### src/common/hadag_pkg.sv
/*
 * Constants for the host address decode and acknowledge glue.
 * Assumes a single 20 MHz system clock and active-low bus strobes.
 */
// Function
// - Four ROM pages, one each for others
// - UART and link selects from A16-A14
// - Incomplete decode leaves alias pages
// - A17 high marks interrupt vector fetch
// - Fetch with A2 high acknowledges link
// - Fetch with A2 low requests autovector
// - Three-stage ROM wait chain on clock
// - Normal and delayed ROM acknowledges
// - RAM acknowledge follows RAM select
// - Acknowledges float while own select idle
// - RAM select by page or DMA ownership
// - RAM write enable on strobed write
// - RAM output enable on strobed read
package hadag_pkg;
	// Address bit positions within the 18-bit host address
	localparam int HADAG_ADDR_W = 18;
	localparam int HADAG_BIT_A2 = 2;
	localparam int HADAG_BIT_A14 = 14;
	localparam int HADAG_BIT_A15 = 15;
	localparam int HADAG_BIT_A16 = 16;
	localparam int HADAG_BIT_A17 = 17;
	// Page size in bytes
	localparam int HADAG_PAGE_BYTES = 16384;
	// Reset value of the wait chain
	localparam logic [2:0] HADAG_CHAIN_RST = 3'h0;
	// Reset value of the inactive strobes
	localparam logic HADAG_INACTIVE = 1'b1;
endpackage

### src/verilog/hadag_glue.sv
/*
 * Host address decoder with registered selects and acknowledge stage.
 * Assumes host pins are asynchronous to clk_in; each passes two
 * flip-flops first, so select outputs lag the pins by three clock edges.
 */
`timescale 1ns/10ps
module hadag_glue
	import hadag_pkg::*;
(
	input wire logic clk_in,
	input wire logic srst_in,
	input wire logic address_strobe_n_in,
	input wire logic data_strobe_n_in,
	input wire logic read_write_in,
	input wire logic [HADAG_ADDR_W-1:0] addr_in,
	input wire logic own0_n_in,
	input wire logic own1_n_in,
	output logic rom_select_n_out,
	output logic ram_select_n_out,
	output logic link_ctrl_select_n_out,
	output logic link_ctrl_int_ack_n_out,
	output logic uart_periph_select_n_out,
	output logic ram_write_n_out,
	output logic ram_output_n_out,
	output logic autovector_request_n_out,
	output logic rom_ack_normal_n_out,
	output logic rom_ack_normal_oe_out,
	output logic rom_ack_delayed_n_out,
	output logic rom_ack_delayed_oe_out,
	output logic ram_ack_n_out,
	output logic ram_ack_oe_out
);
	localparam int SYNC_W = 10;

	typedef struct packed {
		logic [SYNC_W-1:0] sync1;
		logic [SYNC_W-1:0] sync2;
		logic rom_n;
		logic ram_n;
		logic link_n;
		logic iack_n;
		logic uart_n;
		logic we_n;
		logic oe_n;
		logic vpa_n;
	} hadag_dec_state_t;

	hadag_dec_state_t state_reg;
	hadag_dec_state_t state_next;
	logic [SYNC_W-1:0] pins;
	logic as_act, ds_act, rw_rd, a2, a14, a15, a16, a17, own0, own1;
	logic ram_page;

	// Only address bits the decoder reads are synchronised
	assign pins = {address_strobe_n_in, data_strobe_n_in, read_write_in,
		addr_in[HADAG_BIT_A2], addr_in[HADAG_BIT_A14], addr_in[HADAG_BIT_A15],
		addr_in[HADAG_BIT_A16], addr_in[HADAG_BIT_A17], own1_n_in, own0_n_in};

	// Second stage only; the first stage feeds nothing else
	assign as_act = ~state_reg.sync2[9];
	assign ds_act = ~state_reg.sync2[8];
	assign rw_rd = state_reg.sync2[7];
	assign a2 = state_reg.sync2[6];
	assign a14 = state_reg.sync2[5];
	assign a15 = state_reg.sync2[4];
	assign a16 = state_reg.sync2[3];
	assign a17 = state_reg.sync2[2];
	assign own1 = state_reg.sync2[1];
	assign own0 = state_reg.sync2[0];

	// RAM page: host page or DMA with exactly one ownership pin low
	// Partial decode: A14 and A17 ignored here, hence the alias page
	assign ram_page = (a16 & ~a15 & own0 & own1)
		| (~a15 & (own0 ^ own1));

	// All selects active low, formed from the same synchronised sample
	always_comb begin
		state_next = state_reg;
		state_next.sync1 = pins;
		state_next.sync2 = state_reg.sync1;
		state_next.rom_n = ~(as_act & ~a16);
		state_next.uart_n = ~(as_act & a16 & a15 & a14);
		state_next.link_n = ~(as_act & a16 & a15 & ~a14);
		state_next.ram_n = ~(as_act & ram_page);
		// A17 alone marks the vector fetch; function codes unused
		state_next.iack_n = ~(as_act & a17 & a2);
		state_next.vpa_n = ~(as_act & a17 & ~a2);
		state_next.we_n = ~(ds_act & ~rw_rd & as_act & ram_page);
		state_next.oe_n = ~(ds_act & rw_rd & as_act & ram_page);
	end

	// Strobes idle inactive so no select glitches out of reset
	always_ff @(posedge clk_in) begin
		if (srst_in) begin
			state_reg <= '{sync1: {SYNC_W{1'b1}}, sync2: {SYNC_W{1'b1}},
				rom_n: HADAG_INACTIVE, ram_n: HADAG_INACTIVE,
				link_n: HADAG_INACTIVE, iack_n: HADAG_INACTIVE,
				uart_n: HADAG_INACTIVE, we_n: HADAG_INACTIVE,
				oe_n: HADAG_INACTIVE, vpa_n: HADAG_INACTIVE};
		end else begin
			state_reg <= state_next;
		end
	end

	assign rom_select_n_out = state_reg.rom_n;
	assign ram_select_n_out = state_reg.ram_n;
	assign link_ctrl_select_n_out = state_reg.link_n;
	assign link_ctrl_int_ack_n_out = state_reg.iack_n;
	assign uart_periph_select_n_out = state_reg.uart_n;
	assign ram_write_n_out = state_reg.we_n;
	assign ram_output_n_out = state_reg.oe_n;
	assign autovector_request_n_out = state_reg.vpa_n;

	// Acknowledge stage fed by registered selects
	hadag_ack_gen u_ack (
		.clk_in(clk_in),
		.srst_in(srst_in),
		.rom_sel_in(~state_reg.rom_n),
		.ram_sel_in(~state_reg.ram_n),
		.rom_ack_normal_n_out(rom_ack_normal_n_out),
		.rom_ack_normal_oe_out(rom_ack_normal_oe_out),
		.rom_ack_delayed_n_out(rom_ack_delayed_n_out),
		.rom_ack_delayed_oe_out(rom_ack_delayed_oe_out),
		.ram_ack_n_out(ram_ack_n_out),
		.ram_ack_oe_out(ram_ack_oe_out)
	);
endmodule

### src/verilog/hadag_ack_gen.sv
/*
 * ROM and RAM acknowledge generator with a registered wait chain.
 * Assumes selects arrive already synchronised to clk_in.
 */
`timescale 1ns/10ps
module hadag_ack_gen
	import hadag_pkg::*;
(
	input wire logic clk_in,
	input wire logic srst_in,
	input wire logic rom_sel_in,
	input wire logic ram_sel_in,
	output logic rom_ack_normal_n_out,
	output logic rom_ack_normal_oe_out,
	output logic rom_ack_delayed_n_out,
	output logic rom_ack_delayed_oe_out,
	output logic ram_ack_n_out,
	output logic ram_ack_oe_out
);
	typedef struct packed {
		logic [2:0] wait_stage;
		logic ack_normal_n;
		logic ack_delayed_n;
		logic ram_ack_n;
		logic rom_oe;
		logic ram_oe;
	} hadag_ack_state_t;

	hadag_ack_state_t state_reg;
	hadag_ack_state_t state_next;

	// Chain shifts in while select holds; a dropped select clears it
	always_comb begin
		state_next = state_reg;
		state_next.wait_stage[0] = rom_sel_in;
		state_next.wait_stage[1] = rom_sel_in & state_reg.wait_stage[0];
		state_next.wait_stage[2] = rom_sel_in & state_reg.wait_stage[0]
			& state_reg.wait_stage[1];
		// Acknowledges taken from the updated chain so outputs stay registered
		state_next.ack_normal_n = ~(state_next.wait_stage[0] & state_next.wait_stage[1]
			& rom_sel_in);
		state_next.ack_delayed_n = ~(state_next.wait_stage[1] & state_next.wait_stage[2]
			& rom_sel_in);
		state_next.ram_ack_n = ~ram_sel_in;
		state_next.rom_oe = rom_sel_in;
		state_next.ram_oe = ram_sel_in;
	end

	// Acknowledges idle high and undriven after reset
	always_ff @(posedge clk_in) begin
		if (srst_in) begin
			state_reg <= '{wait_stage: HADAG_CHAIN_RST, ack_normal_n: HADAG_INACTIVE,
				ack_delayed_n: HADAG_INACTIVE, ram_ack_n: HADAG_INACTIVE,
				rom_oe: 1'b0, ram_oe: 1'b0};
		end else begin
			state_reg <= state_next;
		end
	end

	assign rom_ack_normal_n_out = state_reg.ack_normal_n;
	assign rom_ack_normal_oe_out = state_reg.rom_oe;
	assign rom_ack_delayed_n_out = state_reg.ack_delayed_n;
	assign rom_ack_delayed_oe_out = state_reg.rom_oe;
	assign ram_ack_n_out = state_reg.ram_ack_n;
	assign ram_ack_oe_out = state_reg.ram_oe;
endmodule

### config.mk
export PLATFORM = sky130hd
export DESIGN_NAME = hadag_glue
export DESIGN_NICKNAME = d
export VERILOG_FILES = /design/src/common/hadag_pkg.sv /design/src/verilog/hadag_glue.sv /design/src/verilog/hadag_ack_gen.sv
export SDC_FILE = /design/constraint.sdc
export NUM_CORES = 1
export LEC_CHECK = 0
export ABC_AREA = 0
export BUFFER_PORTS_ARGS = -buffer_cell sky130_fd_sc_hd__buf_2
export CAP_MARGIN = 20
export CORE_MARGIN = 2
export CORE_UTILIZATION = 49
export DETAILED_ROUTE_END_ITERATION = 16
export GPL_TIMING_DRIVEN = 0
export PLACE_DENSITY = 0.81
export SYNTH_ARGS = -nofsm -noshare
export SYNTH_HDL_FRONTEND = slang
export SYNTH_SLANG_ARGS = --single-unit
### constraint.sdc
create_clock -name clk_in -period 1.9 [get_ports clk_in]
set_clock_uncertainty 0.05 [all_clocks]
set_input_delay 0.095 -clock clk_in [delete_from_list [all_inputs] [get_ports clk_in]]
set_output_delay 0.095 -clock clk_in [all_outputs]
set_load 0.005 [all_outputs]
==> results.cfg, run 1 <==
[outcome]
outcome = finished, final reports clean

[sta]
hold_viol = 0
max_freq_mhz = 985.1
finalCriticalPeriod_ns = 1.015
tightest_slew_ns = 0.2392
slew_violations = 0
tns_ns = 0
maxSlewHeadroom = 0.8402
rsz0062_at_grt = no
setup_viol = 0
fin_crit_sh = 0.5343

[placed_design]
globalplace.congestion = 0.6503
port-buffer-count = 24
dpl.hpwl_um = 819.6
dpl_cell_area_um2 = 1139

[critical_path]
ff2ff_setup_slack_ns = 0.96
critPathRequiredTime_ns = 1.75
worstSetupPathType = flip-flop to output pin
crit_end = rom_ack_normal_oe_out
crit_cells = 2
rr_endpoint = ram_output_n_out$_SDFF_PP1_
worstRegToRegCells = 2
r2r_start = state_reg[17]$_SDFF_PP1_
arrival_ns = 0.87
cp_cell_sequence = buf_4 -> buf_2
path_buf_inv = 2
start_kind = flip-flop
crit_start = u_ack.state_reg[5]$_SDFF_PP0_
cp_slowest_cell = dfxtp_1
slowest_delay_ns = 0.32
critPathCaptureType = output pin
cp_max_fo = 3
critPathTopFamily = flip-flops

[power]
powerDensity_nw_per_um2 = 905.3
p_clk_frac = 0.324
pwr-share-comb = 0.051
seq_power_share = 0.625
p_switching_mw = 0.2312
p_leak_nw = 0.5244
peakVddDrop_v = 0.0005891
internal_power_mw = 0.9536
swShare = 0.1951

[logic_synthesis]
synth_area_leaders = dfxtp_1 (69%), or2_1 (13%), nand4b_1 (3.6%)
synth_commonest_cells = dfxtp_1 (34), or2_1 (20), nand4b_1 (4)
synth-edff-count = 0
ys_ff_latch = 34
synthDistinctLibCells = 17
yosysMostFrequentCell = dfxtp_1
ys_warn_count = 0
yosys_most_used_dff = dfxtp_1
syn_area_per_cell_um2 = 12.62
netlist_area_um2 = 984.7
ys_seq_area_frac = 0.6912
synth_top_area_frac = 0.6912
synth_nets = 103
ys_async_sr_fraction = 0
syn_inst = 78
synth_top_area_cell = dfxtp_1

[finish]
antenna_cells = 0
drive_gt1_frac = 0.3223
final_cell_area_um2 = 1309
nFillCells = 156
largest_reg_flops = 10
fin_nets = 145
syn_to_final_growth_pct = 32.91

[clock_tree]
ctsHtreeMaxLevel = 2
cts_sinks = 34
clk_latency_ns = 0.31
root_buffer = clkbuf_4
path_clk_slew_ns = 0.09
numCtsBuffers = 5
cts_tree = yes
postCtsResizedCells = 0
cts_buffer_depth = 2

[global_routing]
grt_usage = 0.1396
grt_pass1_vias = 581
use_met1 = 0.1253
antenna_found_initial = 0
grt_use_met3 = 0.07669
grt.met2_usage = 0.2352
overflow = 0
grt_max_degree = 11
grt_pass1_wl_um = 2318
top_usage_layer = met2

[floorplanning]
die_h_um = 48.83
rows = 16
die_w_um = 48.83
core-area_um2 = 1922
dieArea_um2 = 2384
top_level_ports = 39
initial_core_util = 0.5124

[routing]
drtPass1Iterations = 3
vias_per_cell = 4.169
drt-initial-drc-count = 19
finalWirelength_um = 1314
dr_total_vias = 617
route.detailed.drc = 0
wl_per_cell_um = 8.878
drtAntennaViolNets = 0

[job]
cap_violations = 0

[worst_hold_path]
hp-class = flip-flop to flip-flop
layer usage:
layer	vias up	wire length, um
li1	333	-
met5	-	0
met4	0	29
met2	26	675
met1	254	512
met3	4	97
logic make-up (layout without fill, tap and decap cells):
kind of cell / after synthesis / in the layout / share of synthesized area
buf+inv: 6 / 49 / 0.04956
simple gates: 38 / 38 / 0.2592
flops: 34 / 34 / 0.6912
final cells by class:
| class | instances | area, um2 | area share |
|---|---|---|---|
| flip-flops and latches | 34 | 680.7 | 0.5201 |
| multi-input cells | 38 | 255.2 | 0.1950 |
| repair buffers | 35 | 230.2 | 0.1759 |
| clock buffers | 7 | 55.05 | 0.04206 |
| plain buffers | 4 | 41.29 | 0.03155 |
| well taps | 27 | 33.78 | 0.02581 |
| inverters | 2 | 7.507 | 0.005736 |
| clock inverters | 1 | 5.005 | 0.003824 |
cell usage in the layout, fill, tap and decap left out:
master	count
dfxtp_1	34
buf_2	24
or2_1	20
dlygate4sd3_1	11
clkbuf_4	5
nand4b_1	4
buf_6	3
nor2_1	2
or2_2	2
nand2_1	2
inv_1	2
or3_1	1
nand3b_1	1
nor3b_1	1
nand4_1	1
nor4_1	1
nor4b_2	1
nand2b_1	1
nor3b_2	1
buf_4	1
clkbuf_8	1
clkinv_2	1
clkbuf_1	1
power by group through the flow:
| stage | Clock (mW) | Combinational [mW] | Sequential, mW |
|---|---|---|---|
| CTS | 0.395 | 0.0595 | 0.741 |
| detailed placement | 0 | 0.0424 | 0.757 |
| finish | 0.384 | 0.0603 | 0.741 |
| floorplan | 0 | 0.0274 | 0.756 |
| global placement | 0 | 0.0411 | 0.757 |
| global route | 0.438 | 0.0672 | 0.744 |
what timing repair did:
action | 4_1_cts | 5_1_grt
hold buffers | 11 | 0
buffers inserted | 0 | 0
endpoints found under the setup margin | 0 | 0
hold endpoints to repair | 16 | 0
how the worst min path moves through the flow:
stage | start | to | slack, ns | cells past startpoint
3_5_place_dp | addr_in[14] | state_next[13]$_SDFF_PP1_ | 0.22 | 2
2_1_floorplan | addr_in[17] | state_next[10]$_SDFF_PP1_ | 0.14 | 1
4_1_cts | u_ack.state_reg[6]$_SDFF_PP0_ | u_ack.rom_ack_delayed_n_out$_SDFF_PP1_ | 0.33 | 1
6_report | u_ack.state_reg[6]$_SDFF_PP0_ | u_ack.rom_ack_delayed_n_out$_SDFF_PP1_ | 0.32 | 1
3_3_place_gp | address_strobe_n_in | state_next[17]$_SDFF_PP1_ | 0.22 | 2
5_1_grt | u_ack.state_reg[6]$_SDFF_PP0_ | u_ack.rom_ack_delayed_n_out$_SDFF_PP1_ | 0.33 | 1
per-stage QoR:
step | total power, mW | setup WS [ns] | instances | utilization | hold WS, ns
6_report | 1.185 | 0.8849 | 148 | 0.6810 | 0.3231
2_1_floorplan | 0.7834 | 1.039 | 78 | - | 0.1421
4_1_cts | 1.195 | 0.8635 | 148 | 0.6810 | 0.3259
3_5_place_dp | 0.7998 | 0.9727 | 129 | 0.5924 | 0.2231
5_1_grt | 1.249 | 0.8155 | 148 | 0.6810 | 0.3337
3_3_place_gp | 0.7978 | 0.9663 | 129 | 0.5924 | 0.2208
Note: power is estimated with default switching activity, not from simulation.
==> run 2: changes to the inputs <==
--- a/config.mk
+++ b/config.mk
@@ -9,10 +9,10 @@
 export BUFFER_PORTS_ARGS = -buffer_cell sky130_fd_sc_hd__buf_2
 export CAP_MARGIN = 20
 export CORE_MARGIN = 2
-export CORE_UTILIZATION = 49
+export CORE_UTILIZATION = 45
 export DETAILED_ROUTE_END_ITERATION = 16
 export GPL_TIMING_DRIVEN = 0
-export PLACE_DENSITY = 0.81
+export PLACE_DENSITY = 0.75
 export SYNTH_ARGS = -nofsm -noshare
 export SYNTH_HDL_FRONTEND = slang
 export SYNTH_SLANG_ARGS = --single-unit
==> constraint.sdc (replaced) <==
create_clock -name clk_in -period 1 [get_ports clk_in]
set_clock_uncertainty 0.05 [all_clocks]
set_input_delay 0.05 -clock clk_in [delete_from_list [all_inputs] [get_ports clk_in]]
set_output_delay 0.05 -clock clk_in [all_outputs]
set_load 0.005 [all_outputs]
==> results.cfg, run 2 (same netlist as run 1, synthesis figures left out) <==
[worst_hold_path]
hp-class = primary input to flip-flop
min_path_cells = 2

[sta]
fin_ws_ns = 0.05526
slew_violations = 0
fin_hold_ws_ns = -0.07081
finalCriticalPeriod_ns = 0.9447
rsz0062_at_grt = no
setup_viol = 0
maxSlewHeadroom = 0.8442
tns_ns = 0
tightest_slew_ns = 0.2320
fin_crit_sh = 0.9447
max_freq_mhz = 1058
hold_viol = 11

[global_routing]
grt_max_degree = 11
antenna_found_initial = 0
grt_usage = 0.1342
grt_pass1_wl_um = 2415
overflow = 0
grt_pass1_vias = 631

[outcome]
outcome = finished, violations left
violations = negative hold slack

[placed_design]
dpl_cell_area_um2 = 1139
place_inst = 129
dpl.hpwl_um = 905.7
dpl_worst_slack_ns = -0.02517
globalplace.congestion = 0.6606
port-buffer-count = 24

[routing]
drtPass1Iterations = 2
routed-wl-met2_um = 683
vias_per_cell = 4.297
wl_met1_um = 503
drtAntennaViolNets = 0
wl_met3_um = 126
finalWirelength_um = 1372
routed.top_layer = met4
drt-initial-drc-count = 1
dr_total_vias = 623
wl_per_cell_um = 9.462
route.detailed.drc = 0

[clock_tree]
root_buffer = clkbuf_4
ctsHtreeMaxLevel = 2
path_clk_slew_ns = 0.09
clk_latency_ns = 0.32
cts_sinks = 34
hold_buffers = 10
cts_tree = yes
cts_buffer_depth = 2
numCtsBuffers = 5
cts_setup_buffers = 0

[critical_path]
start_kind = flip-flop
rr_endpoint = ram_write_n_out$_SDFF_PP1_
critPathCaptureType = flip-flop
crit_start = a15$_SDFF_PP1_
r2r_start = a15$_SDFF_PP1_
worstRegToRegCells = 2
critPathRequiredTime_ns = 1.15
ff2ff_setup_slack_ns = 0.06
cp_max_fo = 5
arrival_ns = 1.10
worstSetupPathType = flip-flop to flip-flop
crit_end = ram_write_n_out$_SDFF_PP1_

[finish]
fin_nets = 143
largest_reg_flops = 10
syn_to_final_growth_pct = 32.40
nFillCells = 178
final_cell_area_um2 = 1304
antenna_cells = 0
drive_gt1_frac = 0.3559
final_common_cell = dfxtp_1
stdcell_count = 145
final_cell_mix = dfxtp_1 (31), buf_2 (23), or2_1 (20), dlygate4sd3_1 (10), clkbuf_4 (5)
seq_area_um2 = 684.4
multi_input_area_um2 = 270.3

[power]
powerDensity_nw_per_um2 = 1663
finalPower_mw = 2.168
p_leak_nw = 0.5165
peakVddDrop_v = 0.0009819

[floorplanning]
dieArea_um2 = 2579
rows = 16
top_level_ports = 39
die_h_um = 50.78
initial_core_util = 0.4870
die_w_um = 50.78
core-area_um2 = 2022

[job]
cap_violations = 0
==> run 2: worst min-delay path by stage <==
stage	end	slack, ns	from
after detailed placement	state_next[13]$_SDFF_PP1_	0.18	addr_in[14]
after global placement	state_next[14]$_SDFF_PP1_	0.18	addr_in[2]
after floorplan	state_next[10]$_SDFF_PP1_	0.1	addr_in[17]
after CTS	u_ack.state_reg[6]$_SDFF_PP0_	-0.09	srst_in
after global routing	u_ack.state_reg[6]$_SDFF_PP0_	-0.09	srst_in
final	u_ack.state_reg[6]$_SDFF_PP0_	-0.07	srst_in
==> run 2: where the power goes <==
group          internal [mW]  switching (mW)  total [mW]
clock network          0.252           0.394       0.646
registers               1.39          0.0171        1.41
logic                 0.0756          0.0350       0.111
total                   1.72           0.446        2.17
==> run 2: final cells by class <==
class,instances,share of cell area
buffer,3,0.02591
clock inverter,2,0.007678
multi-input combinational,38,0.2073
timing repair buffer,34,0.1737
tap,27,0.02591
clock buffer,5,0.02879
sequential,34,0.5250
inverter,2,0.005758
==> run 2: what timing repair did <==
| item | CTS | global route |
|---|---|---|
| hold endpoints to repair | 24 | 11 |
| pin swaps | 1 | 0 |
| gates resized for setup | 1 | 5 |
| endpoints found under the setup margin | 1 | 4 |
==> run 2: critical path: stages, from the launching register on <==
cell and delay, ns:
dfxtp_2 0.36, nor4_4 0.28, nand4b_1 0.13
==> run 2: through the flow <==
step                        util  hold slack, ns
after global routing      0.6448        -0.08748
final                     0.6448        -0.07081
after global placement    0.5631          0.1759
after detailed placement  0.5631          0.1781
after CTS                 0.6392        -0.08997
after floorplan                -         0.09714
==> run 2: per-layer routing <==
| layer | global-route usage | vias up |
|---|---|---|
| li1 | - | 327 |
| met1 | 0.1092 | 263 |
| met2 | 0.2368 | 28 |
| met3 | 0.07440 | 5 |
| met4 | 0.09910 | 0 |
| met5 | 0 | - |
